<file path="config.mk">
export PLATFORM = sky130hd
export DESIGN_NAME = oad_top
export DESIGN_NICKNAME = d
export VERILOG_FILES = /design/src/oad_pkg.sv /design/src/oad_cost_if.sv /design/src/oad_mode_decode.sv /design/src/oad_top.sv
export SDC_FILE = /design/constraint.sdc
export NUM_CORES = 1
export LEC_CHECK = 0
export BUFFER_PORTS_ARGS = -buffer_cell sky130_fd_sc_hd__buf_2
export CAP_MARGIN = 20
export CORE_MARGIN = 5
export CORE_UTILIZATION = 55
export CTS_BUF_LIST = sky130_fd_sc_hd__clkbuf_8
export CTS_CLUSTER_SIZE = 8
export DETAILED_ROUTE_END_ITERATION = 16
export PLACE_DENSITY = 0.89
export SYNTH_ARGS = -nofsm -noshare
export SYNTH_HDL_FRONTEND = slang
export SYNTH_SLANG_ARGS = --single-unit
</file>
<file path="constraint.sdc">
create_clock -name clk -period 6.2 [get_ports clk]
set_input_delay 0.31 -clock clk [delete_from_list [all_inputs] [get_ports clk]]
set_output_delay 0.31 -clock clk [all_outputs]
set_load 0.005 [all_outputs]
</file>
<file path="src/oad_pkg.sv">
// constants and types for the operand address decode and cycle costing block
// Functional notes
// - codes 00-07 are register-direct, no extension
// - direct register chosen by operand size
// - codes 08-1F are memory addressing modes
// - 08-0B indirect word reg: 2 cycles, 1 access
// - 0C-0F post increment: 4 cycles, 2 accesses
// - 10-17 short offset: 2 cycles, 1 access
// - 18-1B long offset: 2 cycles, 1 access
// - 1C-1D base plus word reg 7: 4, 2
// - 1E pc offset 2 cycles; 1F direct 1 cycle
// - extension bytes add to opcode length
// - register-direct costs come from instruction entry
// - byte: +0 internal, +1 external, one access
// - internal word: odd adds 2, two accesses
// - 16-bit bus: word +1/+4, long +2/+8
// - 8-bit bus: word +4, long +8 always
// - internal long: 2 accesses, odd 4 accesses +4
// - external wait cycles added to count
// - fetch: +2/+3 per word, +3 per byte on 8-bit
// - fetch correction is a worst-case bound
// - vector numbers: 4-bit short, 8-bit long
// - intermittent mode stall added per access
package oad_pkg;

    typedef enum logic [1:0] {
        OAD_SZ_BYTE = 2'h0,
        OAD_SZ_WORD = 2'h1,
        OAD_SZ_LONG = 2'h2
    } oad_size_t;

    typedef enum logic [1:0] {
        OAD_LOC_REG = 2'h0,
        OAD_LOC_INT = 2'h1,
        OAD_LOC_EXT16 = 2'h2,
        OAD_LOC_EXT8 = 2'h3
    } oad_loc_t;

    typedef enum logic [2:0] {
        OAD_M_REG = 3'h0,
        OAD_M_IND = 3'h1,
        OAD_M_POSTINC = 3'h2,
        OAD_M_SHORT = 3'h3,
        OAD_M_LONG = 3'h4,
        OAD_M_INDEX = 3'h5,
        OAD_M_PCREL = 3'h6,
        OAD_M_DIRECT = 3'h7
    } oad_mode_t;

    // state of the costing sequence, gray along the path
    typedef enum logic [1:0] {
        OAD_ST_IDLE = 2'h0,
        OAD_ST_SUM = 2'h1,
        OAD_ST_DONE = 2'h3
    } oad_state_t;

    localparam logic [4:0] OAD_CODE_MEM_FIRST = 5'h08;
    localparam logic [4:0] OAD_CODE_POSTINC = 5'h0C;
    localparam logic [4:0] OAD_CODE_SHORT = 5'h10;
    localparam logic [4:0] OAD_CODE_LONG = 5'h18;
    localparam logic [4:0] OAD_CODE_INDEX = 5'h1C;
    localparam logic [4:0] OAD_CODE_PCREL = 5'h1E;
    localparam logic [4:0] OAD_CODE_DIRECT = 5'h1F;
    localparam logic [2:0] OAD_INDEX_REG = 3'h7;

    localparam logic [3:0] OAD_CYC_IND = 4'h2;
    localparam logic [3:0] OAD_CYC_POSTINC = 4'h4;
    localparam logic [3:0] OAD_CYC_SHORT = 4'h2;
    localparam logic [3:0] OAD_CYC_LONG = 4'h2;
    localparam logic [3:0] OAD_CYC_INDEX = 4'h4;
    localparam logic [3:0] OAD_CYC_PCREL = 4'h2;
    localparam logic [3:0] OAD_CYC_DIRECT = 4'h1;
    localparam logic [1:0] OAD_RA_ONE = 2'h1;
    localparam logic [1:0] OAD_RA_TWO = 2'h2;

    localparam logic [1:0] OAD_EXT_NONE = 2'h0;
    localparam logic [1:0] OAD_EXT_ONE = 2'h1;
    localparam logic [1:0] OAD_EXT_TWO = 2'h2;

    localparam logic [3:0] OAD_CORR_EXT_BYTE = 4'h1;
    localparam logic [3:0] OAD_CORR_INT_WORD_ODD = 4'h2;
    localparam logic [3:0] OAD_CORR_INT_LONG_ODD = 4'h4;
    localparam logic [3:0] OAD_CORR_E16_WORD_EVEN = 4'h1;
    localparam logic [3:0] OAD_CORR_E16_WORD_ODD = 4'h4;
    localparam logic [3:0] OAD_CORR_E16_LONG_EVEN = 4'h2;
    localparam logic [3:0] OAD_CORR_E16_LONG_ODD = 4'h8;
    localparam logic [3:0] OAD_CORR_E8_WORD = 4'h4;
    localparam logic [3:0] OAD_CORR_E8_LONG = 4'h8;

    localparam logic [2:0] OAD_ACC_ONE = 3'h1;
    localparam logic [2:0] OAD_ACC_TWO = 3'h2;
    localparam logic [2:0] OAD_ACC_FOUR = 3'h4;

    localparam logic [3:0] OAD_FETCH_INT_WORD = 4'h2;
    localparam logic [3:0] OAD_FETCH_E16_WORD = 4'h3;
    localparam logic [3:0] OAD_FETCH_E8_BYTE = 4'h3;

    localparam int OAD_CNT_W = 12;
    localparam logic [OAD_CNT_W-1:0] OAD_CNT_RESET = 12'h000;

endpackage : oad_pkg

</file>
<file path="src/oad_cost_if.sv">
// interface carrying the decoded mode and its costs
`timescale 1ns/1ps
interface oad_cost_if;
    oad_pkg::oad_mode_t mode;
    logic [2:0] reg_sel;
    logic [1:0] ext_bytes;
    logic [3:0] mode_cycles;
    logic [1:0] mode_reg_acc;
    logic [3:0] size_cycles;
    logic [2:0] data_acc;
    logic is_memory;
    modport dec (output mode, reg_sel, ext_bytes, mode_cycles, mode_reg_acc,
        size_cycles, data_acc, is_memory);
    modport use_side (input mode, reg_sel, ext_bytes, mode_cycles, mode_reg_acc,
        size_cycles, data_acc, is_memory);
endinterface : oad_cost_if

</file>
<file path="src/oad_mode_decode.sv">
// combinational decode of the effective-address field and size correction
`timescale 1ns/1ps
module oad_mode_decode (
    input wire logic [4:0] code,                   // effective-address field
    input wire oad_pkg::oad_size_t size,           // operand size
    input wire oad_pkg::oad_loc_t loc,             // operand location
    input wire logic odd_addr,                     // operand address is odd
    oad_cost_if.dec cost                           // decoded costs
);
    always_comb begin
        cost.reg_sel = code[2:0];
        cost.is_memory = (code >= oad_pkg::OAD_CODE_MEM_FIRST);
        cost.ext_bytes = oad_pkg::OAD_EXT_NONE;
        cost.mode_cycles = 4'h0;
        cost.mode_reg_acc = 2'h0;
        if (!cost.is_memory) begin
            // costs come from the instruction entry
            cost.mode = oad_pkg::OAD_M_REG;
        end else if (code < oad_pkg::OAD_CODE_POSTINC) begin
            cost.mode = oad_pkg::OAD_M_IND;
            cost.reg_sel = {1'b0, code[1:0]};
            cost.mode_cycles = oad_pkg::OAD_CYC_IND;
            cost.mode_reg_acc = oad_pkg::OAD_RA_ONE;
        end else if (code < oad_pkg::OAD_CODE_SHORT) begin
            cost.mode = oad_pkg::OAD_M_POSTINC;
            cost.reg_sel = {1'b0, code[1:0]};
            cost.mode_cycles = oad_pkg::OAD_CYC_POSTINC;
            cost.mode_reg_acc = oad_pkg::OAD_RA_TWO;
        end else if (code < oad_pkg::OAD_CODE_LONG) begin
            cost.mode = oad_pkg::OAD_M_SHORT;
            cost.ext_bytes = oad_pkg::OAD_EXT_ONE;
            cost.mode_cycles = oad_pkg::OAD_CYC_SHORT;
            cost.mode_reg_acc = oad_pkg::OAD_RA_ONE;
        end else if (code < oad_pkg::OAD_CODE_INDEX) begin
            cost.mode = oad_pkg::OAD_M_LONG;
            cost.reg_sel = {1'b0, code[1:0]};
            cost.ext_bytes = oad_pkg::OAD_EXT_TWO;
            cost.mode_cycles = oad_pkg::OAD_CYC_LONG;
            cost.mode_reg_acc = oad_pkg::OAD_RA_ONE;
        end else if (code < oad_pkg::OAD_CODE_PCREL) begin
            cost.mode = oad_pkg::OAD_M_INDEX;
            cost.reg_sel = {2'h0, code[0]};
            cost.mode_cycles = oad_pkg::OAD_CYC_INDEX;
            cost.mode_reg_acc = oad_pkg::OAD_RA_TWO;
        end else if (code == oad_pkg::OAD_CODE_PCREL) begin
            cost.mode = oad_pkg::OAD_M_PCREL;
            cost.ext_bytes = oad_pkg::OAD_EXT_TWO;
            cost.mode_cycles = oad_pkg::OAD_CYC_PCREL;
        end else begin
            cost.mode = oad_pkg::OAD_M_DIRECT;
            cost.ext_bytes = oad_pkg::OAD_EXT_TWO;
            cost.mode_cycles = oad_pkg::OAD_CYC_DIRECT;
        end
    end

    // size and location correction
    always_comb begin
        cost.size_cycles = 4'h0;
        cost.data_acc = oad_pkg::OAD_ACC_ONE;
        unique case (size)
            oad_pkg::OAD_SZ_BYTE: begin
                if (loc == oad_pkg::OAD_LOC_EXT16 || loc == oad_pkg::OAD_LOC_EXT8) begin
                    cost.size_cycles = oad_pkg::OAD_CORR_EXT_BYTE;
                end
            end
            oad_pkg::OAD_SZ_WORD: begin
                unique case (loc)
                    oad_pkg::OAD_LOC_REG: begin
                    end
                    oad_pkg::OAD_LOC_INT: begin
                        if (odd_addr) begin
                            cost.size_cycles = oad_pkg::OAD_CORR_INT_WORD_ODD;
                            cost.data_acc = oad_pkg::OAD_ACC_TWO;
                        end
                    end
                    oad_pkg::OAD_LOC_EXT16: begin
                        cost.size_cycles = odd_addr ? oad_pkg::OAD_CORR_E16_WORD_ODD
                            : oad_pkg::OAD_CORR_E16_WORD_EVEN;
                        cost.data_acc = odd_addr ? oad_pkg::OAD_ACC_TWO
                            : oad_pkg::OAD_ACC_ONE;
                    end
                    oad_pkg::OAD_LOC_EXT8: begin
                        cost.size_cycles = oad_pkg::OAD_CORR_E8_WORD;
                        cost.data_acc = oad_pkg::OAD_ACC_TWO;
                    end
                endcase
            end
            default: begin
                // long; size code 3 is treated as long
                cost.data_acc = oad_pkg::OAD_ACC_TWO;
                unique case (loc)
                    oad_pkg::OAD_LOC_REG: begin
                    end
                    oad_pkg::OAD_LOC_INT: begin
                        if (odd_addr) begin
                            cost.size_cycles = oad_pkg::OAD_CORR_INT_LONG_ODD;
                            cost.data_acc = oad_pkg::OAD_ACC_FOUR;
                        end
                    end
                    oad_pkg::OAD_LOC_EXT16: begin
                        cost.size_cycles = odd_addr ? oad_pkg::OAD_CORR_E16_LONG_ODD
                            : oad_pkg::OAD_CORR_E16_LONG_EVEN;
                        cost.data_acc = odd_addr ? oad_pkg::OAD_ACC_FOUR
                            : oad_pkg::OAD_ACC_TWO;
                    end
                    oad_pkg::OAD_LOC_EXT8: begin
                        cost.size_cycles = oad_pkg::OAD_CORR_E8_LONG;
                        cost.data_acc = oad_pkg::OAD_ACC_FOUR;
                    end
                endcase
            end
        endcase
    end
endmodule : oad_mode_decode

</file>
<file path="src/oad_top.sv">
// operand address decode and execution cycle costing
`timescale 1ns/1ps
module oad_top (
    input wire logic clk,                          // 20 MHz cpu clock
    input wire logic rst,                          // async reset, active high
    input wire logic start,                        // one-cycle request
    input wire logic [4:0] ea_code,                // effective-address field
    input wire logic [1:0] op_size,                // 0 byte, 1 word, 2 long
    input wire logic [1:0] op_loc,                 // 0 reg,1 int,2 ext16,3 ext8
    input wire logic odd_addr,                     // operand at odd address
    input wire logic [2:0] opcode_bytes,           // fixed opcode length
    input wire logic [7:0] base_cycles,            // instruction base cycles
    input wire logic [3:0] entry_mode_cycles,      // entry cycles for direct codes
    input wire logic [1:0] entry_reg_acc,          // entry reg accesses, direct codes
    input wire logic [1:0] fetch_loc,              // program memory: 1 int,2 e16,3 e8
    input wire logic [3:0] fetch_units,            // word or byte boundaries crossed
    input wire logic [7:0] wait_cycles,            // external ready waits
    input wire logic intermittent,                 // intermittent cpu mode
    input wire logic [1:0] intermittent_stall_select, // stall per access
    input wire logic [7:0] vector_field,           // vector operand field
    input wire logic vector_long,                  // 1: long vector form
    output logic busy,                             // costing in progress
    output logic done,                             // one-cycle result strobe
    output logic is_memory,                        // memory addressing mode
    output logic [2:0] mode,                       // decoded mode
    output logic [2:0] reg_sel,                    // base register number
    output logic [1:0] reg_size,                   // register width for direct
    output logic [1:0] ext_bytes,                  // address extension bytes
    output logic [3:0] instr_length,               // opcode plus extension
    output logic [3:0] mode_cycles,                // addressing cycles
    output logic [2:0] reg_accesses,               // register accesses
    output logic [3:0] size_cycles,                // size/location correction
    output logic [2:0] data_accesses,              // data accesses
    output logic [5:0] fetch_cycles,               // worst-case fetch correction
    output logic [6:0] stall_cycles,               // intermittent stall total
    output logic [oad_pkg::OAD_CNT_W-1:0] total_cycles, // total execution cycles
    output logic [7:0] short_vector_number,        // 4-bit vector
    output logic [7:0] long_vector_number          // 8-bit vector
);
    oad_cost_if cost ();

    oad_mode_decode u_dec (
        .code(ea_code),
        .size(oad_pkg::oad_size_t'(op_size)),
        .loc(oad_pkg::oad_loc_t'(op_loc)),
        .odd_addr(odd_addr),
        .cost(cost.dec)
    );

    // =====================================================
    // sequence
    oad_pkg::oad_state_t state;
    oad_pkg::oad_state_t next_state;
    logic [7:0] waits_q;
    logic [7:0] next_waits_q;
    logic [7:0] base_q;
    logic [7:0] next_base_q;
    logic [1:0] stall_sel_q;
    logic [1:0] next_stall_sel_q;
    logic stall_en_q;
    logic next_stall_en_q;

    always_comb begin
        next_state = state;
        next_waits_q = waits_q;
        next_base_q = base_q;
        next_stall_sel_q = stall_sel_q;
        next_stall_en_q = stall_en_q;
        unique case (state)
            oad_pkg::OAD_ST_IDLE: begin
                if (start) begin
                    next_state = oad_pkg::OAD_ST_SUM;
                    next_base_q = base_cycles;
                    next_stall_sel_q = intermittent_stall_select;
                    next_stall_en_q = intermittent;
                    // waits only exist with an external operand or fetch
                    next_waits_q = (op_loc[1] || fetch_loc[1]) ? wait_cycles : 8'h00;
                end
            end
            oad_pkg::OAD_ST_SUM: next_state = oad_pkg::OAD_ST_DONE;
            default: next_state = oad_pkg::OAD_ST_IDLE;
        endcase
    end

    always_ff @(posedge clk or posedge rst) begin
        if (rst) begin
            state <= oad_pkg::OAD_ST_IDLE;
            waits_q <= 8'h00;
            base_q <= 8'h00;
            stall_sel_q <= 2'h0;
            stall_en_q <= 1'b0;
        end else begin
            state <= next_state;
            waits_q <= next_waits_q;
            base_q <= next_base_q;
            stall_sel_q <= next_stall_sel_q;
            stall_en_q <= next_stall_en_q;
        end
    end

    // =====================================================
    // result computation, captured on start; stall and total captured one cycle later in OAD_ST_SUM
    logic [2:0] c_mode;
    logic [2:0] c_reg_sel;
    logic [1:0] c_reg_size;
    logic [3:0] c_len;
    logic [3:0] c_mcyc;
    logic [2:0] c_racc;
    logic [5:0] c_fetch;
    logic [7:0] c_short_vec;
    logic [7:0] c_long_vec;

    always_comb begin
        c_mode = 3'(cost.mode);
        c_reg_sel = cost.reg_sel;
        c_reg_size = cost.is_memory ? 2'h0 : op_size;
        c_len = 4'(opcode_bytes) + 4'(cost.ext_bytes);
        if (cost.is_memory) begin
            c_mcyc = cost.mode_cycles;
            c_racc = 3'(cost.mode_reg_acc);
        end else begin
            c_mcyc = entry_mode_cycles;
            c_racc = 3'(entry_reg_acc);
        end
        // worst-case bound: every boundary assumed to delay execution
        unique case (fetch_loc)
            2'h1: c_fetch = 6'(fetch_units) * 6'(oad_pkg::OAD_FETCH_INT_WORD);
            2'h2: c_fetch = 6'(fetch_units) * 6'(oad_pkg::OAD_FETCH_E16_WORD);
            2'h3: c_fetch = 6'(fetch_units) * 6'(oad_pkg::OAD_FETCH_E8_BYTE);
            default: c_fetch = 6'h00;
        endcase
        c_short_vec = {4'h0, vector_field[3:0]};
        c_long_vec = vector_long ? vector_field : 8'h00;
    end

    logic [6:0] c_stall;
    logic [oad_pkg::OAD_CNT_W-1:0] c_total;
    always_comb begin
        // every register and data access stalls in intermittent mode
        c_stall = stall_en_q ? 7'(({1'b0, reg_accesses} + {1'b0, data_accesses})
            * ({2'h0, stall_sel_q} + 4'h1)) : 7'h00;
        c_total = 12'(base_q) + 12'(mode_cycles) + 12'(size_cycles)
            + 12'(fetch_cycles) + 12'(waits_q) + 12'(c_stall);
    end

    logic sample;
    assign sample = (state == oad_pkg::OAD_ST_IDLE) && start;

    always_ff @(posedge clk or posedge rst) begin
        if (rst) begin
            mode <= 3'h0;
            reg_sel <= 3'h0;
            reg_size <= 2'h0;
            ext_bytes <= 2'h0;
            instr_length <= 4'h0;
            mode_cycles <= 4'h0;
            reg_accesses <= 3'h0;
            size_cycles <= 4'h0;
            data_accesses <= 3'h0;
            fetch_cycles <= 6'h00;
            is_memory <= 1'b0;
            short_vector_number <= 8'h00;
            long_vector_number <= 8'h00;
            stall_cycles <= 7'h00;
            total_cycles <= oad_pkg::OAD_CNT_RESET;
            busy <= 1'b0;
            done <= 1'b0;
        end else begin
            busy <= (next_state != oad_pkg::OAD_ST_IDLE);
            done <= (state == oad_pkg::OAD_ST_SUM);
            if (sample) begin
                mode <= c_mode;
                reg_sel <= c_reg_sel;
                reg_size <= c_reg_size;
                ext_bytes <= cost.ext_bytes;
                instr_length <= c_len;
                mode_cycles <= c_mcyc;
                reg_accesses <= c_racc;
                size_cycles <= cost.size_cycles;
                data_accesses <= cost.data_acc;
                fetch_cycles <= c_fetch;
                is_memory <= cost.is_memory;
                short_vector_number <= c_short_vec;
                long_vector_number <= c_long_vec;
            end
            if (state == oad_pkg::OAD_ST_SUM) begin
                stall_cycles <= c_stall;
                total_cycles <= c_total;
            end
        end
    end
endmodule : oad_top

</file>
# Word level (Yosys, flattened, before mapping)
# Cells that the tools add are included.
classes:
  reduce_logical: 9
  order_cmp: 6
  n_addsub: 8
  n_eq_ne: 9
  muxes: 52
  n_mul: 2
op_table:
  columns: ["op", "n"]
  rows:
  - ["$mux W3", 15]
  - ["$mux W2", 17]
  - ["$mux W4", 7]
  - ["$pmux W4 S3", 2]
  - ["$lt A5 B5 Y1 const B", 4]
  - ["$pmux W3 S2", 3]
  - ["$mux W8", 2]
  - ["$add A11 B8 Y12", 1]
  - ["$add A12 B7 Y12", 1]
  - ["$pmux W6 S2", 1]
  - ["$add A10 B6 Y11", 1]
  - ["$add A9 B4 Y10", 1]
  - ["$add A8 B4 Y9", 1]
  - ["$eq A2 B1 Y1 const B", 4]
  - ["$eq A2 B2 Y1 const B", 4]
  - ["$pmux W4 S2", 1]
  - ["$mul A4 B3 Y7", 1]
  - ["$mux W7", 1]
  - ["$mul A4 B2 Y6 const B", 1]
  - ["$eq A5 B5 Y1 const B", 1]
  - ["$ge A5 B4 Y1 const B", 1]
  - ["$lt A5 B4 Y1 const B", 1]
  - ["$add A3 B2 Y4", 1]
  - ["$add A3 B3 Y4", 1]
  - ["other kinds (9)", 13]
totals:
  reg_bits: 89
  wordCells: 108
  inputBits: 56

# Depth between registers and ports, before layout
# Gate-level depths: netlist of run 1.
depth:
  ltp_word: 8
  depth_mapped: 21

# Modules after synthesis
# From an unflattened synthesis of run 1, not the netlist that was laid out.
hier_totals:
  cells_unflattened: 569
  area_unflattened_um2: 5300.1
modules_own_cells:
  columns: ["module", "cells_each", "seq_area_each_um2", "area_each_um2", "instances"]
  rows:
  - ["oad_top", 513, 2152.1, 4984.8, 1]
  - ["oad_mode_decode", 56, 0.0, 315.3, 1]

# Worst setup path before layout of run 1
# No wires, ideal clock.
synth_timing:
  path_kind: "reg-to-reg"
  start: "register reg_accesses[0]"
  end: "register total_cycles[10] (netlist name)"
  setup_time_ns: 0.124
  stages_incl_launch_ff: 21
  arrival_time_ns: 5.218
  required_time_ns: 6.076
  setup_slack_ns: 0.858
  path_cell_list: "dfrtp_1 -> ha_1 -> fa_1 -> xor2_1 -> nand2b_1 -> fa_1 -> inv_1 -> ha_1 -> inv_1 -> fa_1 -> nor2b_1 -> fa_1 -> inv_1 -> fa_1 -> fa_1 -> inv_1 -> fa_1 -> a211oi_2 -> o21a_1 -> nor2_1 -> o31a_1"
synth_via:
  elab_chain_len: 4
synth_lines:
  columns: ["element", "line", "rtl"]
  rows:
  - ["from (decl)", "oad_top.sv:31", "output logic [2:0] reg_accesses,"]
  - ["from (signal assigned)", "oad_top.sv:178", "reg_accesses <= c_racc;"]
  - ["$add A3 B3 Y4", "oad_top.sv:140", "c_stall = stall_en_q ? 7'(({1'b0, reg_accesses} + {1'b0, data_accesses})"]
  - ["$mul A4 B3 Y7", "oad_top.sv:141", "* ({2'h0, stall_sel_q} + 4'h1)) : 7'h00;"]
  - ["$mux W7", "oad_top.sv:140", null]
  - ["via c_stall[3]", "oad_top.sv:136", "logic [6:0] c_stall;"]
  - ["$add A12 B7 Y12", "oad_top.sv:143", "+ 12'(fetch_cycles) + 12'(waits_q) + 12'(c_stall);"]
  - ["to (signal assigned)", "oad_top.sv:165", "total_cycles <= oad_pkg::OAD_CNT_RESET;"]
  - ["to (signal assigned)", "oad_top.sv:188", "total_cycles <= c_total;"]
  - ["to (decl)", "oad_top.sv:36", "output logic [oad_pkg::OAD_CNT_W-1:0] total_cycles,"]
# The timed path passes the listed nets, and every way through them passes these cells.
# A chain may end at the register's enable or synchronous reset.

# Final worst setup path of run 1
layout_timing:
  start: "register reg_accesses[0]"
  end: "register total_cycles[8] (netlist name)"
# Same word-level chain as after synthesis.

==> flow_summary.ini, run 1 <==
[run_status]
status = completed

[global_routing]
grt-ovfl-total = 0
antenna_found_initial = 0
track_usage_pct = 21.7
grt_pass1_vias = 4300
grt_pass1_wl_mm = 20.0
grt_max_degree = 87

[place]
hpwl_mm = 9.08
portBuffers = 121
gp_congestion = 0.870

[sta]
maxSlewViolCount = 0
slew_headroom_pct = 59.8
period_share_pct = 91.4
worst_pin_slew_ns = 0.600
fmax_mhz = 177
hold_viol_final = 0
setup_viol = 0
fin_crit_ns = 5.66
fin_setup_tns_ns = 0
clock_skew_ns = 0.0112
rsz0062_at_grt = false

[power]
ir_drop_uv = 510
power.total_uw = 3910
p_leak_uw = 0.00328
power.density_nw_per_um2 = 655

[routing]
ant_nets = 0
wl_per_cell_um = 15.2
drt_iter0_markers = 147
drt-total-wl_mm = 11.7
drt_first_pass_iters = 4
viasPerCell = 5.31
drcViolationCount = 0
num_vias = 4100

[worst_setup_path]
crit_fanout = 3
critPathRequiredTime_ns = 6.42
r2r-start = reg_accesses[0]$_DFFE_PP0P_
crit_path_start_kind = flip-flop
criticalPathCategory = reg -> reg
cp-end-kind = flip-flop
worstReg2RegEnd = total_cycles[8]$_DFFE_PP0P_
rrSetupSlack_ns = 0.54
ff2ff_path_depth = 20
startpoint = reg_accesses[0]$_DFFE_PP0P_
arrival_ns = 5.89

[clocking]
post_cts_buffers = 0
cts_sinks = 86
cts_hold_buf = 0
clk_pin_slew_ns = 0.09
clockBufferDepth = 2
cts_resized = 0
cts_buffers = 9
cts_tree = done
cts.htree.levels = 3
cts_root_buf = clkbuf_8
worstSkewPairLatency_ns = 0.35

[floorplan]
io_pins = 128
start_util_pct = 56.0
dieHeight_um = 107
num_rows = 35
die-area_sq_um = 11300
core_area_sq_um = 9150
dieWidth_um = 107

[final_layout]
syn_to_final_growth_pct = 16.4
fin_nets = 774
num_antenna_cells = 0
drive_gt1_share_pct = 23.8
fill_cells = 734

[yosys]
synth-seq-cells = 86
syn_area_sq_um = 5120
syn_inst = 542
synth_edf_count = 0
synth.distinct_cells = 49
ys_warn_count = 0
ys_seq_area_share_pct = 42.0
async_flop_share_pct = 100
synth_top_flop_cell = dfrtp_1
synth_area_per_cell_sq_um = 9.46

[flow_run]
drv_cap = 0

[hold_path]
holdCritPathClass = in -> async
[placed cells by master (no fill, tap or decap), types with 4 or more instances in the layout]
cell / Yosys / final
o21ai_0: 22 / 22
mux2_2: 6 / 6
a22o_1: 4 / 4
inv_1: 43 / 43
nand3_1: 23 / 23
buf_2: 9 / 121
fa_1: 28 / 28
xnor2_1: 5 / 5
and2_1: 8 / 8
clkbuf_8: 0 / 10
a21o_1: 7 / 7
nand2_1: 137 / 136
dfrtp_1: 86 / 86
a211oi_1: 8 / 8
buf_4: 12 / 4
conb_1: 1 / 6
nor2b_1: 8 / 8
a21oi_1: 19 / 19
ha_1: 34 / 34
nor2_1: 33 / 33
nand2b_1: 5 / 5
[power by group]
group	internal [uW]	leakage [uW]	switching [uW]	total, uW
logic	1090	0.00209	1450	2540
registers	820	0.00109	192	1010
clock network	155	0.0000934	200	355
[synth_stat cells, types with 6 or more instances]
cell / instances / area [sq um]
nor2_1: 33 / 124
a21o_1: 7 / 52.6
nor2b_1: 8 / 50.1
inv_1: 43 / 161
mux2_2: 6 / 67.6
ha_1: 34 / 425
buf_4: 12 / 90.1
o21ai_0: 22 / 110
nand3_1: 23 / 115
a21oi_1: 19 / 95.1
and2_1: 8 / 50.1
dfrtp_1: 86 / 2150
nand2_1: 137 / 514
buf_2: 9 / 45.0
a211oi_1: 8 / 60.1
fa_1: 28 / 561
[registers in the layout (all words and copies together) (netlist names)]
signal,cells
state,1
stall_en_q,1
size_cycles,4
done,1
fetch_cycles,6
reg_accesses,2
mode,3
data_accesses,3
stall_cycles,7
base_q,8
instr_length,4
is_memory,1
reg_sel,3
ext_bytes,2
busy,1
total_cycles,11
stall_sel_q,2
waits_q,8
short_vector_number,4
reg_size,2
long_vector_number,8
mode_cycles,4
[stage by stage]
step                      setup WS, ns  hold slack [ns]  instances  instance area, sq um  utilization [%]
after floorplan                  0.858            0.407        547                  5140                -
after detailed placement         0.565            0.452        755                  5760             62.9
after global routing             0.276           0.0354        772                  5960             65.2
after global placement           0.729            0.448        755                  5760             62.9
after CTS                        0.544            0.146        771                  5940             64.9
final                            0.536           0.0126        772                  5960             65.2
[worst max-delay path by stage]
stage,end,depth (start not counted)
6_report,total_cycles[8]$_DFFE_PP0P_,20
4_1_cts,total_cycles[8]$_DFFE_PP0P_,20
2_1_floorplan,total_cycles[10]$_DFFE_PP0P_,20
3_5_place_dp,total_cycles[8]$_DFFE_PP0P_,20
3_3_place_gp,total_cycles[8]$_DFFE_PP0P_,20
5_1_grt,total_cycles[8]$_DFFE_PP0P_,20
[metal layers]
metal / track usage (%) / vias to the layer above / wire, um
li1: - / 1976 / -
met1: 27.0 / 1962 / 4840
met2: 36.9 / 140 / 5790
met3: 6.13 / 22 / 859
met4: 6.76 / 0 / 214
met5: 0 / - / 0
[layout make-up]
class / count / area (sq um) / area share, %
clock buffers: 10 / 138 / 2.31
clock inverters: 6 / 38.8 / 0.650
inverters: 44 / 169 / 2.83
multi-input cells: 389 / 2660 / 44.7
flip-flops and latches: 86 / 2150 / 36.1
well taps: 111 / 139 / 2.33
repair buffers: 126 / 663 / 11.1
[critical path: stages, from the launching register on]
cell and delay [ns]:
dfrtp_1 0.41, ha_1 0.24, fa_1 0.38, xor2_1 0.22
nand2b_1 0.11, fa_1 0.48, inv_1 0.04, ha_1 0.20
inv_1 0.07, fa_1 0.41, nor2b_1 0.18, fa_1 0.43
inv_1 0.08, fa_1 0.43, fa_1 0.54, inv_1 0.06
fa_1 0.46, a211oi_2 0.32, o21bai_1 0.11, a211oi_1 0.24
o31ai_1 0.11
[cell families after synthesis]
| family | count (synthesis) | synth area share (%) |
|---|---|---|
| flops | 86 | 42.0 |
| mux | 6 | 1.32 |
| xor+xnor | 6 | 1.03 |
| simple gates | 225 | 19.0 |
| compound gates | 84 | 10.7 |
| buf+inv | 72 | 6.57 |
| fa+ha+maj | 62 | 19.2 |
| other cells | 1 | 0.0732 |
Note: power is estimated with default switching activity, not from simulation.
==> run 2, diff against run 1 <==
CORE_UTILIZATION = 45   (was 55)
PLACE_DENSITY = 0.76   (was 0.89)
==> run 2 against run 1 <==
  * Sequential share of layout area decreased by 0.40 points
  * Largest cell class unchanged
  * Fmax increased by 0.25%
  * Register-to-register slack about the same
  * Non-clock buffer count unchanged
  * Clock skew decreased by 0.0046 ns
  * Critical endpoint is now total_cycles[10]$_DFFE_PP0P_
  * Global-route usage decreased by 3.0 points
  * Power increased by 1.6%
  * Core utilization decreased by 12 points
==> flow_summary.ini, run 2 (synthesis results as in run 1) <==
[worst_setup_path]
worstReg2RegEnd = total_cycles[10]$_DFFE_PP0P_
crit_fanout = 3
critPathRequiredTime_ns = 6.45
rrSetupSlack_ns = 0.55
ff2ff_path_depth = 20
arrival_ns = 5.90
cp-end-kind = flip-flop
criticalPathCategory = reg -> reg
r2r-start = reg_accesses[0]$_DFFE_PP0P_
crit_path_start_kind = flip-flop

[floorplan]
core_area_sq_um = 11300
dieWidth_um = 117
start_util_pct = 45.5
die-area_sq_um = 13600
io_pins = 128
dieHeight_um = 117
num_rows = 39

[global_routing]
antenna_found_initial = 0
grt_max_degree = 87
grt_pass1_vias = 4251
grt-ovfl-total = 0
grt_pass1_wl_mm = 20.1
track_usage_pct = 18.8

[final_layout]
fin_util_pct = 53.5
fill_cells = 1020
regMostFlops = total_cycles
mostFrequentLayoutCells = 136 x nand2_1, 121 x buf_2, 86 x dfrtp_1, 44 x inv_1, 34 x ha_1
largest_register_ffs = 11
multi_input_area_sq_um = 2660
num_antenna_cells = 0
fin_area_sq_um = 6030
layout_commonest_cell = nand2_1
regArea_sq_um = 2150
syn_to_final_growth_pct = 17.7
drive_gt1_share_pct = 23.5
fin_nets = 774

[routing]
drt_iter0_markers = 184
drt_first_pass_iters = 6
drcViolationCount = 0
viasPerCell = 5.08
wl_per_cell_um = 15.0
drt-total-wl_mm = 12.0
num_vias = 4078
ant_nets = 0

[sta]
maxSlewViolCount = 0
holdWs_ns = 0.0182
worst_pin_slew_ns = 0.604
rsz0062_at_grt = false
setup_viol = 0
period_share_pct = 91.1
hold_viol_final = 0
clock_skew_ns = 0.00664
fmax_mhz = 177
slew_headroom_pct = 59.7
fin_crit_ns = 5.65
fin_setup_tns_ns = 0

[power]
p_leak_uw = 0.00329
ir_drop_uv = 533
power.density_nw_per_um2 = 658
power.total_uw = 3970

[clocking]
cts_buffers = 9
cts.htree.levels = 3
clockBufferDepth = 2
cts_hold_buf = 0
cts_sinks = 86
cts_root_buf = clkbuf_8
post_cts_buffers = 0
cts_tree = done
cts_resized = 0
clk_pin_slew_ns = 0.08
worstSkewPairLatency_ns = 0.36

[place]
portBuffers = 121
gp_congestion = 0.860
place_area_sq_um = 5800
hpwl_mm = 9.23

[run_status]
status = completed

[hold_path]
holdCritPathClass = in -> async

[flow_run]
drv_cap = 0
-- run 2: worst max path at each step --
stage | startpoint | slack (ns) | to | cells past startpoint
after floorplan | reg_accesses[0]$_DFFE_PP0P_ | 0.86 | total_cycles[10]$_DFFE_PP0P_ | 20
after global placement | reg_accesses[0]$_DFFE_PP0P_ | 0.70 | total_cycles[8]$_DFFE_PP0P_ | 20
after detailed placement | reg_accesses[0]$_DFFE_PP0P_ | 0.51 | total_cycles[10]$_DFFE_PP0P_ | 20
after CTS | reg_accesses[0]$_DFFE_PP0P_ | 0.53 | total_cycles[10]$_DFFE_PP0P_ | 20
after global routing | reg_accesses[0]$_DFFE_PP0P_ | 0.17 | total_cycles[8]$_DFFE_PP0P_ | 20
final | reg_accesses[0]$_DFFE_PP0P_ | 0.55 | total_cycles[10]$_DFFE_PP0P_ | 20
-- run 2: final cells by class --
class / instances / area share [%]
Sequential cell: 86 / 35.7
Inverter: 44 / 2.80
Multi-Input combinational cell: 389 / 44.2
Clock inverter: 6 / 1.33
Timing Repair Buffer: 126 / 11.0
Tap cell: 143 / 2.97
Clock buffer: 9 / 2.05
-- run 2: worst max-delay path: stages, from the launching register on --
cell	delay, ns
dfrtp_1	0.41
ha_1	0.24
fa_1	0.38
xor2_1	0.21
nand2b_1	0.10
fa_1	0.49
inv_1	0.04
ha_1	0.20
inv_1	0.07
fa_1	0.40
nor2b_1	0.20
fa_1	0.44
inv_1	0.08
fa_1	0.44
fa_1	0.55
inv_1	0.06
fa_1	0.47
a211oi_2	0.32
o21a_1	0.17
nor2_1	0.05
o31a_1	0.25
-- run 2: per-layer routing --
metal	wire, um	up-vias	GRT usage, %
met5	0	-	0
met4	259	0	7.26
met3	813	24	3.94
met2	5800	127	31.1
met1	5160	1949	24.3
li1	-	1978	-
-- run 2: power breakdown --
part / internal (uW) / total, uW / switching, uW / leakage (uW)
clock: 221 / 417 / 196 / 0.000108
sequential: 821 / 1020 / 194 / 0.00109
combinational: 1090 / 2540 / 1450 / 0.00209
-- run 2: stage by stage --
stage / cells / worst slack [ns]
after floorplan: 547 / 0.858
after global routing: 803 / 0.168
after global placement: 787 / 0.699
after CTS: 802 / 0.527
final: 803 / 0.550
after detailed placement: 787 / 0.512
==> run 3, diff against run 2 <==
--- a/config.mk
+++ b/config.mk
@@ -7,5 +7,5 @@
 export LEC_CHECK = 0
 export BUFFER_PORTS_ARGS = -buffer_cell sky130_fd_sc_hd__buf_2
-export CAP_MARGIN = 20
+export CAP_MARGIN = 40
 export CORE_MARGIN = 5
 export CORE_UTILIZATION = 45
@@ -13,4 +13,5 @@
 export CTS_CLUSTER_SIZE = 8
 export DETAILED_ROUTE_END_ITERATION = 16
+export GPL_TIMING_DRIVEN = 0
 export PLACE_DENSITY = 0.76
 export SYNTH_ARGS = -nofsm -noshare
==> constraint.sdc (replaced) <==
create_clock -name clk -period 6.2 [get_ports clk]
set_input_delay 0.31 -clock clk [delete_from_list [all_inputs] [get_ports clk]]
set_output_delay 0.31 -clock clk [all_outputs]
set_load 0.1 [all_outputs]
==> run 3 against run 2 <==
  * First-iteration DRC count is 16% higher
  * Clock skew rose by 0.0023 ns
  * Fmax fell by 3.5%
  * Core utilization grew 0.95 points
  * Largest cell class unchanged
  * Critical endpoint is now total_cycles[8]$_DFFE_PP0P_
  * Non-clock buffer count increased by 22
==> flow_summary.ini, run 3 (synthesis results as in run 1) <==
[clocking]
post_cts_buffers = 0
cts_tree = done
cts_sinks = 86
cts_buffers = 9
cts.htree.levels = 3
clockBufferDepth = 2
cts_root_buf = clkbuf_8
clk_pin_slew_ns = 0.09
worstSkewPairLatency_ns = 0.36

[sta]
clock_skew_ns = 0.00894
period_share_pct = 94.5
slew_headroom_pct = 56.8
setup_viol = 0
fin_crit_ns = 5.86
maxSlewViolCount = 0
fin_setup_tns_ns = 0
fmax_mhz = 171
hold_viol_final = 0
rsz0062_at_grt = false
worst_pin_slew_ns = 0.648
fin_ws_ns = 0.343

[place]
gp_congestion = 0.883
portBuffers = 118
dpl_worst_slack_ns = 0.319
hpwl_mm = 10.7

[global_routing]
grt-ovfl-total = 0
antenna_found_initial = 0
grt_pass1_vias = 4412
grt_max_degree = 67
grt_pass1_wl_mm = 21.5
track_usage_pct = 20.6

[hold_path]
holdCritPathClass = in -> reg
worst_hold_path.num_cells = 3

[final_layout]
num_antenna_cells = 0
syn_to_final_growth_pct = 19.8
largest_register_ffs = 11
fin_nets = 796
regMostFlops = total_cycles
regArea_sq_um = 2150
mostFrequentLayoutCells = 137 x nand2_1, 127 x buf_2, 86 x dfrtp_1, 45 x inv_1, 34 x ha_1
fill_cells = 1027
fin_util_pct = 54.5
layout_commonest_cell = nand2_1
drive_gt1_share_pct = 24.9
multi_input_area_sq_um = 2660

[worst_setup_path]
arrival_ns = 6.10
critPathRequiredTime_ns = 6.44
ff2ff_path_depth = 20
crit_fanout = 3
cpPeakStageDelay_ns = 0.55
cp_slowest_cell = fa_1
criticalPathCategory = reg -> reg
worstPathCellList = ha_1, fa_1, xor2_1, nand2b_1, fa_1, inv_1, ha_1, inv_1, fa_1, nor2b_2, fa_1, inv_1, fa_1, fa_1, inv_1, fa_1, a211oi_2, o21bai_1, a211oi_1, o31ai_1
crit_path_start_kind = flip-flop
cp_common_cell = fa_1
cp-end-kind = flip-flop

[routing]
num_vias = 4238
wl_per_cell_um = 16.3
drt_first_pass_iters = 4
drt-total-wl_mm = 13.5
viasPerCell = 5.13
drt_iter0_markers = 213
ant_nets = 0
drcViolationCount = 0

[flow_run]
drv_cap = 0

[floorplan]
io_pins = 128
num_rows = 39
die-area_sq_um = 13600
core_area_sq_um = 11300
dieWidth_um = 117
dieHeight_um = 117
start_util_pct = 45.5

[run_status]
status = completed
-- run 3: changes by cell type in the layout (fill, tap and decap cells not counted), sizes merged --
cell and change:
dlygate4sd3 +1, inv +2, bufinv -1, clkbuf +5
buf +16
-- run 3: cell type report --
class / instances / area share, %
multi-input cells: 389 / 43.3
flip-flops and latches: 86 / 35.1
repair buffers: 120 / 10.2
well taps: 143 / 2.91
inverters: 44 / 2.77
plain buffers: 28 / 2.75
clock buffers: 9 / 2.02
clock inverters: 7 / 0.958
-- run 3: metrics by stage --
| stage | cells | instance area (sq um) | hold WS (ns) |
|---|---|---|---|
| 4_1_cts | 826 | 6140 | 0.127 |
| 3_5_place_dp | 809 | 5940 | 0.290 |
| 6_report | 826 | 6140 | 0.141 |
| 3_3_place_gp | 808 | 5910 | 0.450 |
| 5_1_grt | 826 | 6140 | 0.144 |
| 2_1_floorplan | 547 | 5140 | 0.407 |
-- run 3: critical path: cells and delay by family (launching register included) --
kind	cells	cell delay, ns
AO/OA/AOI/OAI	4	0.83
XOR/XNOR	1	0.24
flip-flops	1	0.43
adder cells (fa/ha/maj)	9	3.65
AND/OR/NAND/NOR	2	0.33
buffers and inverters	4	0.26
-- run 3: per-layer routing --
| layer | share of wire, % | vias up | wire length [um] | track usage, % |
|---|---|---|---|---|
| met2 | 50 | 123 | 6760 | 35.0 |
| met5 | 0 | - | 0 | 0 |
| met1 | 40 | 2053 | 5400 | 24.8 |
| li1 | - | 2031 | - | - |
| met4 | 3.1 | 0 | 422 | 10.2 |
| met3 | 6.7 | 31 | 905 | 4.46 |
-- run 3: final timing paths --
check | startpoint | endpoint | slack (ns)
worst min register to register | long_vector_number[6]$_DFFE_PP0P_ | long_vector_number[6]$_DFFE_PP0P_ | 0.47
worst max-delay path | reg_accesses[0]$_DFFE_PP0P_ | total_cycles[8]$_DFFE_PP0P_ | 0.34
worst min-delay path | intermittent_stall_select[0] | stall_sel_q[0]$_DFFE_PP0P_ | 0.14
max in group asynchronous | rst | data_accesses[1]$_DFFE_PP0P_ | 5.12
worst max register to register | reg_accesses[0]$_DFFE_PP0P_ | total_cycles[8]$_DFFE_PP0P_ | 0.34
min in group asynchronous | rst | stall_cycles[4]$_DFFE_PP0P_ | 0.45
-- run 3: timing repair --
item                                   in CTS  in global routing
setup endpoints to repair                   0                  2
hold buffers                                1                  0
resized for setup                           0                  1
endpoints found under the hold margin      20                  0
Power of run 3 is left out: the tool's default activity adds up to more than one toggle a clock period on the data nets, which glitch-free logic cannot reach.
